$ cat src/stf_pkg.sv
// Behaviour
// - Bit 7 of the alert-count byte turns the bus time-out on when one and off when zero, and is zero after reset.
// - The alert flag and pin rise only after the number of consecutive out-of-limit results chosen by bits 3 to 1 of the alert-count byte.
// - Count codes 0h, 1h, 3h and 7h need one, two, three and four results, and the host writes only these codes.
// - The ideality correction is a signed 8-bit value at pointer 23h, read and written there, and affects only remote results.
// - The effective ideality is 1.008 times 2088 over 2088 plus the correction, and the remote result follows from it.
// - The correction resets to 00h, so remote results are unchanged until a nonzero value is written.
// - Filter bits 1 to 0 choose no averaging, 4 or 8 remote results, and the host never writes the spare code.
// - Reading pointer FEh returns the fixed maker byte, and writes there do nothing.
// - The alert-count byte sits at pointer 22h and resets to 01h.
package stf_pkg;

  localparam logic [7:0] PTR_ALERT_CFG   = 8'h22;
  localparam logic [7:0] PTR_IDEALITY    = 8'h23;
  localparam logic [7:0] PTR_FILTER      = 8'h24;
  localparam logic [7:0] PTR_MAKER       = 8'hFE;

  localparam logic [7:0] RST_ALERT_CFG   = 8'h01;
  localparam logic [7:0] RST_IDEALITY    = 8'h00;
  localparam logic [1:0] RST_FILTER      = 2'h0;

  localparam int         BIT_TIMEOUT     = 7;
  localparam int         CNT_LSB         = 1;

  localparam logic [2:0] CNT_CODE_1      = 3'h0;
  localparam logic [2:0] CNT_CODE_2      = 3'h1;
  localparam logic [2:0] CNT_CODE_3      = 3'h3;
  localparam logic [2:0] CNT_CODE_4      = 3'h7;
  localparam logic [2:0] RUN_MAX         = 3'h4;

  localparam logic [1:0] AVG_OFF         = 2'h0;
  localparam logic [1:0] AVG_4           = 2'h1;
  localparam logic [1:0] AVG_8           = 2'h2;
  localparam int         HIST_DEPTH      = 8;

  localparam logic [11:0] IDEAL_BASE     = 12'h828;
  localparam logic [3:0]  BITS_PER_BYTE  = 4'h8;

  typedef enum logic [2:0] {
    ST_IDLE  = 3'b000,
    ST_ADDR  = 3'b001,
    ST_PTR   = 3'b010,
    ST_WDATA = 3'b011,
    ST_ACK   = 3'b100,
    ST_RDATA = 3'b101,
    ST_MACK  = 3'b110
  } stf_state_e;

endpackage

$ cat src/stf_sensor_tuning.sv
`timescale 1ns/1ps
`default_nettype none
module stf_sensor_tuning #(
  parameter logic [6:0] DEV_ADDR   = 7'h2A,
  // Arbitrary neutral value
  parameter logic [7:0] MAKER_CODE = 8'hA5
) (
  // Clock and reset
  input  wire logic        core_clk,
  input  wire logic        nrst,
  // Two-wire bus
  input  wire logic        scl_in,
  input  wire logic        sda_in,
  output logic             sda_out,
  output logic             sda_oe,
  // Measurement side
  input  wire logic        conv_done,
  input  wire logic        out_of_limit,
  input  wire logic [15:0] remote_raw,
  // Results and settings
  output logic [15:0]      remote_result,
  output logic             alert_flag,
  output logic             alert_oe,
  output logic             bus_timeout_enable,
  output logic [7:0]       ideality_adjust,
  output logic [1:0]       remote_average_select
);

  typedef struct packed {
    logic [2:0]             scl_sy;
    logic [2:0]             sda_sy;
    logic                   scl_f;
    logic                   sda_f;
    stf_pkg::stf_state_e    st;
    stf_pkg::stf_state_e    ack_nxt;
    logic [3:0]             cnt;
    logic [7:0]             sh;
    logic [7:0]             tx;
    logic [7:0]             ptr;
    logic                   more;
    logic                   oe;
    logic [7:0]             cfg;
    logic [7:0]             adj;
    logic [1:0]             filt;
    logic [7:0][15:0]       hist;
    logic [15:0]            result;
    logic [2:0]             run;
    logic                   alert;
  } stf_state_s;

  stf_state_s       st_reg;
  stf_state_s       st_next;
  logic             scl_rise;
  logic             scl_fall;
  logic             bus_start;
  logic             bus_stop;
  logic             wr_en;
  logic             load_tx;
  logic [11:0]      denom;
  logic [27:0]      prod;
  logic [27:0]      quot;
  logic [15:0]      corr;
  logic [7:0][15:0] h_new;
  logic [18:0]      sum4;
  logic [18:0]      sum8;
  logic [2:0]       need;
  logic [2:0]       run_inc;

  function automatic logic [7:0] rd_mux(input logic [7:0] p,
                                        input stf_state_s s);
    if (p == stf_pkg::PTR_ALERT_CFG) begin
      rd_mux = s.cfg;
    end else if (p == stf_pkg::PTR_IDEALITY) begin
      rd_mux = s.adj;
    end else if (p == stf_pkg::PTR_FILTER) begin
      rd_mux = {6'h00, s.filt};
    end else if (p == stf_pkg::PTR_MAKER) begin
      rd_mux = MAKER_CODE;
    end else begin
      rd_mux = 8'h00;
    end
  endfunction

  always_comb begin
    st_next  = st_reg;
    wr_en    = 1'b0;
    load_tx  = 1'b0;
    // Filtered fourth stage only moves once the last two synchroniser stages agree
    st_next.scl_sy = {st_reg.scl_sy[1:0], scl_in};
    st_next.sda_sy = {st_reg.sda_sy[1:0], sda_in};
    if (st_reg.scl_sy[1] == st_reg.scl_sy[2]) begin
      st_next.scl_f = st_reg.scl_sy[2];
    end
    if (st_reg.sda_sy[1] == st_reg.sda_sy[2]) begin
      st_next.sda_f = st_reg.sda_sy[2];
    end
    scl_rise  = !st_reg.scl_f && st_next.scl_f;
    scl_fall  = st_reg.scl_f && !st_next.scl_f;
    bus_start = st_reg.scl_f && st_next.scl_f &&
                st_reg.sda_f && !st_next.sda_f;
    bus_stop  = st_reg.scl_f && st_next.scl_f &&
                !st_reg.sda_f && st_next.sda_f;

    if (bus_start) begin
      st_next.st  = stf_pkg::ST_ADDR;
      st_next.cnt = 4'h0;
      st_next.oe  = 1'b0;
    end else if (bus_stop) begin
      st_next.st  = stf_pkg::ST_IDLE;
      st_next.oe  = 1'b0;
    end else if (scl_rise) begin
      case (st_reg.st)
        stf_pkg::ST_ADDR, stf_pkg::ST_PTR, stf_pkg::ST_WDATA: begin
          st_next.sh  = {st_reg.sh[6:0], st_reg.sda_f};
          st_next.cnt = st_reg.cnt + 4'h1;
        end
        stf_pkg::ST_RDATA: begin
          st_next.cnt = st_reg.cnt + 4'h1;
        end
        stf_pkg::ST_MACK: begin
          st_next.more = !st_reg.sda_f;
        end
        default: begin
        end
      endcase
    end else if (scl_fall) begin
      case (st_reg.st)
        stf_pkg::ST_ADDR: begin
          if (st_reg.cnt == stf_pkg::BITS_PER_BYTE) begin
            if (st_reg.sh[7:1] == DEV_ADDR) begin
              st_next.oe      = 1'b1;
              st_next.st      = stf_pkg::ST_ACK;
              st_next.ack_nxt = st_reg.sh[0] ? stf_pkg::ST_RDATA
                                             : stf_pkg::ST_PTR;
            end else begin
              st_next.st = stf_pkg::ST_IDLE;
            end
          end
        end
        stf_pkg::ST_PTR: begin
          if (st_reg.cnt == stf_pkg::BITS_PER_BYTE) begin
            st_next.ptr     = st_reg.sh;
            st_next.oe      = 1'b1;
            st_next.st      = stf_pkg::ST_ACK;
            st_next.ack_nxt = stf_pkg::ST_WDATA;
          end
        end
        stf_pkg::ST_WDATA: begin
          if (st_reg.cnt == stf_pkg::BITS_PER_BYTE) begin
            wr_en           = 1'b1;
            st_next.oe      = 1'b1;
            st_next.st      = stf_pkg::ST_ACK;
            st_next.ack_nxt = stf_pkg::ST_WDATA;
            if (st_reg.ptr == stf_pkg::PTR_ALERT_CFG) begin
              st_next.cfg = st_reg.sh;
            end else if (st_reg.ptr == stf_pkg::PTR_IDEALITY) begin
              st_next.adj = st_reg.sh;
            end else if (st_reg.ptr == stf_pkg::PTR_FILTER) begin
              st_next.filt = st_reg.sh[1:0];
            end
          end
        end
        stf_pkg::ST_ACK: begin
          st_next.cnt = 4'h0;
          st_next.st  = st_reg.ack_nxt;
          if (st_reg.ack_nxt == stf_pkg::ST_RDATA) begin
            load_tx    = 1'b1;
            st_next.tx = rd_mux(st_reg.ptr, st_reg);
            st_next.oe = !st_next.tx[7];
          end else begin
            st_next.oe = 1'b0;
          end
        end
        stf_pkg::ST_RDATA: begin
          if (st_reg.cnt == stf_pkg::BITS_PER_BYTE) begin
            st_next.oe = 1'b0;
            st_next.st = stf_pkg::ST_MACK;
          end else begin
            st_next.oe = !st_reg.tx[3'(4'h7 - st_reg.cnt)];
          end
        end
        stf_pkg::ST_MACK: begin
          // Repeated reads return the same pointer, no auto-increment
          if (st_reg.more) begin
            load_tx     = 1'b1;
            st_next.tx  = rd_mux(st_reg.ptr, st_reg);
            st_next.oe  = !st_next.tx[7];
            st_next.cnt = 4'h0;
            st_next.st  = stf_pkg::ST_RDATA;
          end else begin
            st_next.st  = stf_pkg::ST_IDLE;
          end
        end
        default: begin
        end
      endcase
    end

    // Remote result scaled by (2088 + N) / 2088, i.e. 1.008 / eta_eff
    denom = stf_pkg::IDEAL_BASE +
            {{4{st_reg.adj[7]}}, st_reg.adj};
    prod  = 28'(remote_raw) * 28'(denom);
    quot  = prod / 28'(stf_pkg::IDEAL_BASE);
    corr  = (quot > 28'h000FFFF) ? 16'hFFFF : quot[15:0];

    h_new = {st_reg.hist[6:0], corr};
    sum4  = 19'h00000;
    sum8  = 19'h00000;
    for (int i = 0; i < stf_pkg::HIST_DEPTH; i++) begin
      sum8 = sum8 + 19'(h_new[i]);
      if (i < 4) begin
        sum4 = sum4 + 19'(h_new[i]);
      end
    end

    case (st_reg.cfg[3:1])
      stf_pkg::CNT_CODE_2: need = 3'h2;
      stf_pkg::CNT_CODE_3: need = 3'h3;
      stf_pkg::CNT_CODE_4: need = 3'h4;
      default:             need = 3'h1;
    endcase
    run_inc = (st_reg.run == stf_pkg::RUN_MAX) ? stf_pkg::RUN_MAX
                                                : st_reg.run + 3'h1;

    if (conv_done) begin
      st_next.hist = h_new;
      case (st_reg.filt)
        stf_pkg::AVG_4: st_next.result = sum4[17:2];
        stf_pkg::AVG_8: st_next.result = sum8[18:3];
        default:        st_next.result = corr;
      endcase
      if (out_of_limit) begin
        st_next.run   = run_inc;
        st_next.alert = (run_inc >= need);
      end else begin
        st_next.run   = 3'h0;
        st_next.alert = 1'b0;
      end
    end
  end

  always_ff @(posedge core_clk or negedge nrst) begin
    if (!nrst) begin
      st_reg         <= '0;
      st_reg.scl_sy  <= 3'h7;
      st_reg.sda_sy  <= 3'h7;
      st_reg.scl_f   <= 1'b1;
      st_reg.sda_f   <= 1'b1;
      st_reg.st      <= stf_pkg::ST_IDLE;
      st_reg.ack_nxt <= stf_pkg::ST_IDLE;
      st_reg.cfg     <= stf_pkg::RST_ALERT_CFG;
      st_reg.adj     <= stf_pkg::RST_IDEALITY;
      st_reg.filt    <= stf_pkg::RST_FILTER;
    end else begin
      st_reg <= st_next;
    end
  end

  // Open-drain pins only ever pull low
  assign sda_out               = 1'b0;
  assign sda_oe                = st_reg.oe;
  assign remote_result         = st_reg.result;
  assign alert_flag            = st_reg.alert;
  assign alert_oe              = st_reg.alert;
  assign bus_timeout_enable    = st_reg.cfg[stf_pkg::BIT_TIMEOUT];
  assign ideality_adjust       = st_reg.adj;
  assign remote_average_select = st_reg.filt;
endmodule // stf_sensor_tuning
`default_nettype wire

$ cat config.mk
export PLATFORM = sky130hd
export DESIGN_NAME = stf_sensor_tuning
export DESIGN_NICKNAME = d
export VERILOG_FILES = /design/src/stf_pkg.sv /design/src/stf_sensor_tuning.sv
export SDC_FILE = /design/constraint.sdc
export NUM_CORES = 1
export LEC_CHECK = 0
export ABC_AREA = 1
export BUFFER_PORTS_ARGS = -buffer_cell sky130_fd_sc_hd__buf_4
export CAP_MARGIN = 30
export CORE_MARGIN = 4
export CORE_UTILIZATION = 48
export CTS_CLUSTER_SIZE = 10
export DETAILED_ROUTE_END_ITERATION = 8
export PLACE_DENSITY = 0.63
export SLEW_MARGIN = 10
export SYNTH_ARGS = -nofsm -noshare
export SYNTH_HDL_FRONTEND = slang
export SYNTH_SLANG_ARGS = --single-unit
export TNS_END_PERCENT = 20
$ cat constraint.sdc
create_clock -name core_clk -period 25 [get_ports core_clk]
set_clock_uncertainty 0.15 [all_clocks]
set_input_delay 2.5 -clock core_clk [delete_from_list [all_inputs] [get_ports core_clk]]
set_output_delay 2.5 -clock core_clk [all_outputs]
set_load 0.01 [all_outputs]
# Yosys cells after proc, flatten, opt, wreduce, memory -nomap -nowiden
# Index checks and enable logic that the tools add are counted.
# word_totals
ramBits	0
ff_bits	194
output_inout_bits	31
n_memories	0
latch_bits	0
input_bits	22
word_cells	197
rom_bits	0
# classes
n_reduce_logical	34
mux	81
mul	1
eq_ne	36
n_div	1
magnitude_cmp	3
n_shift	0
bitwise	5
n_addsub	11
# op_table
op	n
8-bit 2-to-1 mux	24
19-bit by 16-bit adder with 19-bit output	4
6-bit 2-to-1 mux	11
19-bit 2-to-1 mux	3
16-bit 2-to-1 mux	3
16-bit case mux with 2 select lines	1
29-bit 2-to-1 mux	1
28-bit by 12-bit divider with 28-bit output (second input constant)	1
28-bit by 16-bit > comparator with 1-bit output (second input constant)	1
16-bit by 12-bit multiplier with 28-bit output	1
4-bit != test (second input constant)	7
8-bit by 6-bit == test with 1-bit output (second input constant)	3
3-bit 2-to-1 mux	8
7-bit AND reduction	3
10-bit 2-to-1 mux	2
4-bit 2-to-1 mux	5
18-bit by 16-bit adder with 19-bit output	1
17-bit by 16-bit adder with 18-bit output	1
3-bit == test (second input constant)	6
18-bit 2-to-1 mux	1
16-bit by 16-bit adder with 17-bit output	1
8-bit case mux with 2 select lines	1
8-bit AND reduction	2
3-bit case mux with 5 select lines	1
other kinds (40)	80

# Logic depth before layout (Yosys ltp)
# Gate-level depths: netlist of run 1.
# depth
word_depth	18
mapped_depth	183
depth_no_buf	179

# Worst setup path after synthesis of run 1
# No wires, ideal clock.
# synth_path
path_kind	in2reg
from	in remote_raw[8]
to	reg st_reg (netlist bit remote_result[15])
arrival_ns	22.606
n_path_buf	7
slack_ns	2.123
stages	154
required_time_ns	24.729
setup_time_ns	0.121
path_cell_list	clkbuf_1 inv_1 nor2_1 inv_1 fa_1 inv_1 fa_1 inv_1 fa_1 inv_1 fa_1 inv_1 fa_1 inv_1 ha_1 nand2_1 nor2_1 inv_1 [... 118 more ...] nor2_1 o21ai_0 nand2_1 nand2_1 inv_1 o21ai_0 a21oi_1 o21ai_0 nand2_1 nand2_1 nand2_1 nand2_1 nand2_1 nand2_1 nand2_1 o21ai_0 a21oi_1 a22o_1
# synth_via
elab_chain_cells	12
# synth_lines
item	line	rtl
start: declaration	stf_sensor_tuning.sv:19	input wire logic [15:0] remote_raw,
16-bit by 12-bit multiplier with 28-bit output *	stf_sensor_tuning.sv:202	prod = 28'(remote_raw) * 28'(denom);
28-bit by 12-bit divider with 28-bit output *	stf_sensor_tuning.sv:203	quot = prod / 28'(stf_pkg::IDEAL_BASE);
28-bit by 16-bit > comparator with 1-bit output	stf_sensor_tuning.sv:204	corr = (quot > 28'h000FFFF) ? 16'hFFFF : quot[15:0];
16-bit 2-to-1 mux *	stf_sensor_tuning.sv:204	
named net corr[1]	stf_sensor_tuning.sv:62	logic [15:0] corr;
16-bit by 16-bit adder with 17-bit output *	stf_sensor_tuning.sv:210, stf_sensor_tuning.sv:212	
17-bit by 16-bit adder with 18-bit output *	stf_sensor_tuning.sv:210, stf_sensor_tuning.sv:212	
18-bit by 16-bit adder with 19-bit output *	stf_sensor_tuning.sv:212	sum4 = sum4 + 19'(h_new[i]);
19-bit by 16-bit adder with 19-bit output (4 in series)	stf_sensor_tuning.sv:210	sum8 = sum8 + 19'(h_new[i]);
16-bit case mux with 2 select lines *	stf_sensor_tuning.sv:227	case (st_reg.filt)
end signal: assignment	stf_sensor_tuning.sv:255	st_reg <= st_next;
end: declaration	stf_sensor_tuning.sv:51	stf_state_s st_reg;
# Mark *: on every way through the listed nets, which the timed path passes. The rest lies on a longest branch.
# A chain may end at the register's enable or synchronous reset.

# Worst setup path in the final report of run 1
# layout_path
from	in remote_raw[4]
to	reg st_reg (netlist bit remote_result[15])
# layout_via
elab_chain_cells	12
# layout_lines
item	line
16-bit by 12-bit multiplier with 28-bit output *	stf_sensor_tuning.sv:202
28-bit by 12-bit divider with 28-bit output *	stf_sensor_tuning.sv:203
28-bit by 16-bit > comparator with 1-bit output	stf_sensor_tuning.sv:204
16-bit 2-to-1 mux *	stf_sensor_tuning.sv:204
16-bit by 16-bit adder with 17-bit output	stf_sensor_tuning.sv:210, stf_sensor_tuning.sv:212
17-bit by 16-bit adder with 18-bit output	stf_sensor_tuning.sv:210, stf_sensor_tuning.sv:212
18-bit by 16-bit adder with 19-bit output	stf_sensor_tuning.sv:212
19-bit by 16-bit adder with 19-bit output (4 in series)	stf_sensor_tuning.sv:210
16-bit case mux with 2 select lines *	stf_sensor_tuning.sv:227
# Mark *: on every way between the ends. The rest lies on a longest branch, timed or not.

==> out/results.tsv, run 1 <==
stage	metric	value	unit
run_status	status	finished, final reports clean	
synthesis	syn_area_per_cell	7.36	sq um
die	core	0.0494	sq mm
worst_setup_path	worstPathRequired	25.24	ns
synthesis	yosys.area.top_type_share	19.2	%
clocking	htreeDepth	4	
global_route	antenna_found_initial	0	
worst_setup_path	r2r_start	ideality_adjust[3]$_DFFE_PN0P_	
synthesis	synthTopCellsByCount	nand2_1 (942), inv_1 (563), fa_1 (218)	
synthesis	mappedNetlistArea	0.0242	sq mm
timing	period_needed	23.51	ns
detailed_routing	drtPass1Iterations	5	
timing	max_freq	42.5	MHz
worst_setup_path	worstSetupPathType	in2reg	
global_route	grt_max_degree	88	
die	io_pins	53	
timing	setup-tns-final	0	ns
die	initial_utilization	48.9	%
die	row_count	81	
synthesis	synth-xor-area-share	2.93	%
synthesis	yosys_warnings	0	
synthesis	synthesis.nets	3641	
worst_setup_path	crit_path_top_delay_cell	fa_2	
synthesis	muxShareOfSynthArea	0	%
timing	finalCritPeriodShare	94.0	%
worst_setup_path	crit_fanout	12	
placement	dp_hpwl	43600	um
synthesis	ys_ff_latch	194	
synthesis	async_flop_share	100	%
min_path	min_path_type	reg2reg	
final_layout	drive_gt1_share	18.4	%
synthesis	synth_cell_type_count	74	
timing	worstMarginPinSlew	0.883	ns
clocking	cts_buffers	17	
worst_setup_path	critPathMaxStageDelay	0.56	ns
worst_setup_path	r2r_cells	153	
synthesis	synthCells	3284	
synthesis	synthTopCellsByArea	dfrtp_1 (19%), fa_1 (18%), nand2_1 (15%)	
die	dieArea	0.0540	sq mm
clocking	cts_hold_buf	0	
synthesis	synthSimpleGateAreaFrac	33.0	%
detailed_routing	via_per_inst	4.99	
clocking	tritoncts	done	
placement	numPortBuffers	51	
synthesis	yosysMostFrequentCell	nand2_1	
clocking	numClockSinks	194	
clocking	cts_root_buffer	clkbuf_16	
detailed_routing	postRouteAntennaNets	0	
synthesis	synth_edf_count	0	
detailed_routing	vias	20000	
final_layout	fill_cells	4700	
worst_setup_path	r2r-end	remote_result[15]$_DFFE_PN0P_	
final_layout	multi_input_area	0.0170	sq mm
final_layout	n_antenna_cell	0	
final_layout	largest_reg_flops	112	
final_layout	area_delta_synth_final	10.3	%
synthesis	synth_top_family_by_area	simple AND/OR/NAND/NOR gates	
synthesis	synth_compound_area_share	7.39	%
global_route	grt_pass1_vias	19600	
die	fp.dieH	232	um
timing	hold_viol	0	
clocking	clock_path_buffers	2	
worst_setup_path	worst_setup_path_start_kind	primary input	
detailed_routing	wl_per_cell	13.9	um
die	fp.dieW	232	um
global_route	grt_remaining_overflow	0	
clocking	clock_latency	0.45	ns
worst_setup_path	path_common_cell	nand2_4	
timing	whs	0.207	ns
detailed_routing	wirelength	55600	um
final_layout	finalNetCount	3686	
global_route	grt_pass1_wl	94900	um
timing	maxSlewViolCount	0	
synthesis	synthFlopType	dfrtp_1	
worst_setup_path	cp-endpoint	remote_result[15]$_DFFE_PN0P_	
worst_setup_path	critPathCaptureType	flip-flop	
clocking	cts.clk_slew.worst_paths	0.07	ns
worst_setup_path	startpoint	remote_raw[4]	
placement	gp_congestion	0.881	
worst_setup_path	arrival	23.75	ns
detailed_routing	drtIter0Drc	1367	
timing	setup_violations	0	
synthesis	synth.yosys.seq_area_share	20.1	%
worst_setup_path	r2r_setup_slack	1.86	ns
synthesis	synthAdderAreaFrac	24.2	%
global_route	globalRouteTotalUtil	20.9	%
synthesis	yosysTopAreaCell	dfrtp_1	
flow_run	maxCapViolations	0	
final_layout	ff_latch_area	0.00487	sq mm
detailed_routing	drcViolationCount	0	
timing	slew_headroom	41.1	%
==> cell usage in the layout, fill, tap and decap left out, types with 5 or more instances in the layout <==
cell type and n:
nor3_1 15, buf_4 117, clkbuf_16 17, nor2_1 168
clkinv_1 6, fa_1 217, nand4_1 28, o21ai_1 11
xnor2_1 17, nor2_2 40, clkinvlp_4 5, a21oi_1 46
ha_1 109, nand2_2 129, nand2_1 921, clkinv_2 6
ha_4 6, nand3_1 190, a21oi_2 13, inv_2 39
o22ai_1 8, xor2_1 51, clkinv_4 6, inv_1 553
nand3_4 12, o21a_1 7, nor2_4 28, nand3_2 28
inv_6 7, nand3b_1 10, o21ai_0 134, nand2_4 79
a31oi_1 10, a21oi_4 9, dfrtp_1 185, o21ai_2 13
nand2_8 11, o21bai_1 6, dfstp_2 9, o211ai_1 8
==> worst min-delay path by stage <==
stage / start / endpoint / slack, ns / cells after the start
6_report: st_next[208]$_DFF_PN1_ / st_next[209]$_DFF_PN1_ / 0.21 / 0
5_1_grt: st_next[208]$_DFF_PN1_ / st_next[209]$_DFF_PN1_ / 0.21 / 0
4_1_cts: st_next[208]$_DFF_PN1_ / st_next[209]$_DFF_PN1_ / 0.21 / 0
3_5_place_dp: st_next[208]$_DFF_PN1_ / st_next[209]$_DFF_PN1_ / 0.20 / 0
3_3_place_gp: st_next[208]$_DFF_PN1_ / st_next[209]$_DFF_PN1_ / 0.20 / 0
2_1_floorplan: st_next[205]$_DFF_PN1_ / st_next[206]$_DFF_PN1_ / 0.20 / 0
==> metal layers <==
metal  global-route usage (%)  up-vias  part of all wire (%)
met3                     1.80       45                   3.0
met1                     29.9     9519                    48
met5                        0        -                     0
met4                     4.43        0                   1.4
met2                     34.7      328                    47
li1                         -    10100                     -
==> through the flow <==
stage	area [sq um]	worst slack, ns	utilization, %	instances
2_1_floorplan	24200	2.12	-	3284
3_3_place_gp	24800	0.488	50.2	3904
3_5_place_dp	24800	-0.240	50.2	3904
4_1_cts	25400	0.225	51.4	3936
5_1_grt	26600	-0.191	54.0	4006
6_report	26600	1.49	54.0	4006
==> cells by family after synthesis <==
family,count (synthesis)
xor gates and xnor gates,74
other,1
DFF,194
and+or+nand+nor,1672
buffers and inverters,716
adders and majority gates,336
AOI/OAI and AO/OA,291
==> layout make-up <==
cell class	instances	area share, %
inverters	613	8.81
clock buffers	17	1.60
multi-input cells	2379	63.9
clock inverters	15	0.639
flip-flops and latches	194	18.3
well taps	664	3.12
repair buffers	124	3.65
==> critical path, delay by kind of cell <==
kind,cells,cell delay [ns]
simple gates,91,9.46
buf+inv,21,2.40
compound gates,22,3.83
xor+xnor,2,0.40
fa+ha+maj,12,5.12
==> timing repair <==
item                       CTS  global route
gates resized for setup      0           168
hold endpoints to repair     0             0
setup buffers                0            64
setup endpoints to repair    0            11
Power of run 1 is not shown: default switching activity piles up to over one toggle a cycle in this logic, so the estimate is an artifact.
==> run 2: changes to the inputs <==
--- a/config.mk
+++ b/config.mk
@@ -13,6 +13,7 @@
 export CTS_CLUSTER_SIZE = 10
 export DETAILED_ROUTE_END_ITERATION = 8
 export PLACE_DENSITY = 0.63
+export RECOVER_POWER = 50
 export SLEW_MARGIN = 10
 export SYNTH_ARGS = -nofsm -noshare
 export SYNTH_HDL_FRONTEND = slang
==> out/results.tsv, run 2 (synthesis results as in run 1) <==
stage	metric	value	unit
run_status	status	complete, but fails checks	
run_status	violations	capacitance limit, slew limit	
detailed_routing	wirelength	55600	um
die	io_pins	53	
final_layout	area_delta_synth_final	10.2	%
timing	finalCritPeriodShare	94.1	%
die	initial_utilization	48.9	%
detailed_routing	postRouteAntennaNets	0	
final_layout	largest_reg_flops	112	
flow_run	maxCapViolations	2	
final_layout	n_antenna_cell	0	
timing	slew_headroom	-199	%
timing	period_needed	23.52	ns
clocking	clock_latency	0.45	ns
timing	worstMarginPinSlew	4.49	ns
clocking	cts_hold_buf	0	
worst_setup_path	worstSetupPathType	in2reg	
timing	max_freq	42.5	MHz
global_route	antenna_found_initial	0	
final_layout	finalNetCount	3686	
detailed_routing	drtIter0Drc	1416	
placement	post-place-ws	-0.240	ns
clocking	htreeDepth	4	
timing	setup_violations	0	
worst_setup_path	worstPathRequired	25.24	ns
die	fp.dieH	232	um
timing	layout_setup_ws	1.48	ns
timing	maxSlewViolCount	140	
worst_setup_path	critPathCaptureType	flip-flop	
final_layout	drive_gt1_share	18.2	%
worst_setup_path	path_common_cell	nand2_4	
detailed_routing	wl_per_cell	13.9	um
worst_setup_path	worst_setup_path_start_kind	primary input	
placement	gp_congestion	0.881	
clocking	numClockSinks	194	
die	core	0.0494	sq mm
clocking	tritoncts	done	
final_layout	layout_commonest_cell	nand2_1	
die	row_count	81	
detailed_routing	vias	20000	
timing	hold_viol	0	
clocking	cts.clk_slew.worst_paths	0.07	ns
global_route	globalRouteTotalUtil	20.9	%
clocking	cts_root_buffer	clkbuf_16	
clocking	clock_path_buffers	2	
worst_setup_path	critPathMaxStageDelay	0.56	ns
clocking	cts_buffers	17	
die	fp.dieW	232	um
detailed_routing	drtPass1Iterations	5	
die	dieArea	0.0540	sq mm
placement	dp_hpwl	43600	um
placement	numPortBuffers	51	
final_layout	fill_cells	4707	
global_route	grt_remaining_overflow	0	
worst_setup_path	arrival	23.76	ns
global_route	grt_max_degree	88	
timing	whs	0.212	ns
worst_setup_path	crit_path_top_delay_cell	fa_2	
final_layout	mostFrequentLayoutCells	nand2_1 (921), inv_1 (553), fa_1 (217), nand3_1 (190), dfrtp_1 (185)	
detailed_routing	drcViolationCount	0	
min_path	min_path_type	reg2reg	
global_route	grt_pass1_vias	19600	
worst_setup_path	crit_fanout	12	
global_route	grt_pass1_wl	94900	um
detailed_routing	via_per_inst	4.99	
run 2: path summary, 6_finish.rpt:
path	end	slack [ns]	startpoint	cells past startpoint
min in group asynchronous	st_reg[195]$_DFFE_PN0P_	3.49	nrst	1
setup / recovery	remote_result[15]$_DFFE_PN0P_	1.48	remote_raw[4]	150
hold reg to reg	st_next[209]$_DFF_PN1_	0.21	st_next[208]$_DFF_PN1_	0
max in group asynchronous	h_new[32]$_DFFE_PN0P_	16.65	nrst	3
setup reg to reg	remote_result[15]$_DFFE_PN0P_	1.84	ideality_adjust[3]$_DFFE_PN0P_	155
hold / removal	st_next[209]$_DFF_PN1_	0.21	st_next[208]$_DFF_PN1_	0
run 2: per-stage QoR:
| stage | cells | TNS [ns] | area [sq um] | utilization, % |
|---|---|---|---|---|
| global route | 4006 | -0.289 | 26600 | 53.9 |
| CTS | 3936 | 0 | 25400 | 51.4 |
| detailed placement | 3904 | -0.406 | 24800 | 50.2 |
| global placement | 3904 | 0 | 24800 | 50.2 |
| finish | 4006 | 0 | 26600 | 53.9 |
| floorplan | 3284 | 0 | 24200 | - |
run 2: final cells by class:
cell class,count,area (sq um),share of cell area (%)
clock inverter,15,170,0.639
inverter,613,2350,8.82
multi-input combinational,2379,17000,64.0
sequential,194,4870,18.3
timing repair buffer,124,945,3.55
tap,664,831,3.12
clock buffer,17,425,1.60
run 2: what timing repair did:
action / CTS / global route
resized for setup: 0 / 168
endpoints found under the setup margin: 0 / 11
setup buffers: 0 / 64
run 2: worst max-delay path: cells and delay by family:
kind                     cells  cell delay (ns)
AND/OR/NAND/NOR             93             9.58
adder cells (fa/ha/maj)     12             5.12
AO/OA/AOI/OAI               21             3.60
buffers and inverters       21             2.39
XOR/XNOR                     3             0.55
run 2: metal layers:
metal	vias to the layer above	global-route usage, %	routed length [um]
li1	10100	-	-
met1	9495	29.9	26800
met2	348	34.7	26200
met3	43	1.80	1740
met4	0	4.43	783
met5	-	0	0
Power of run 2 is left out for the same reason.
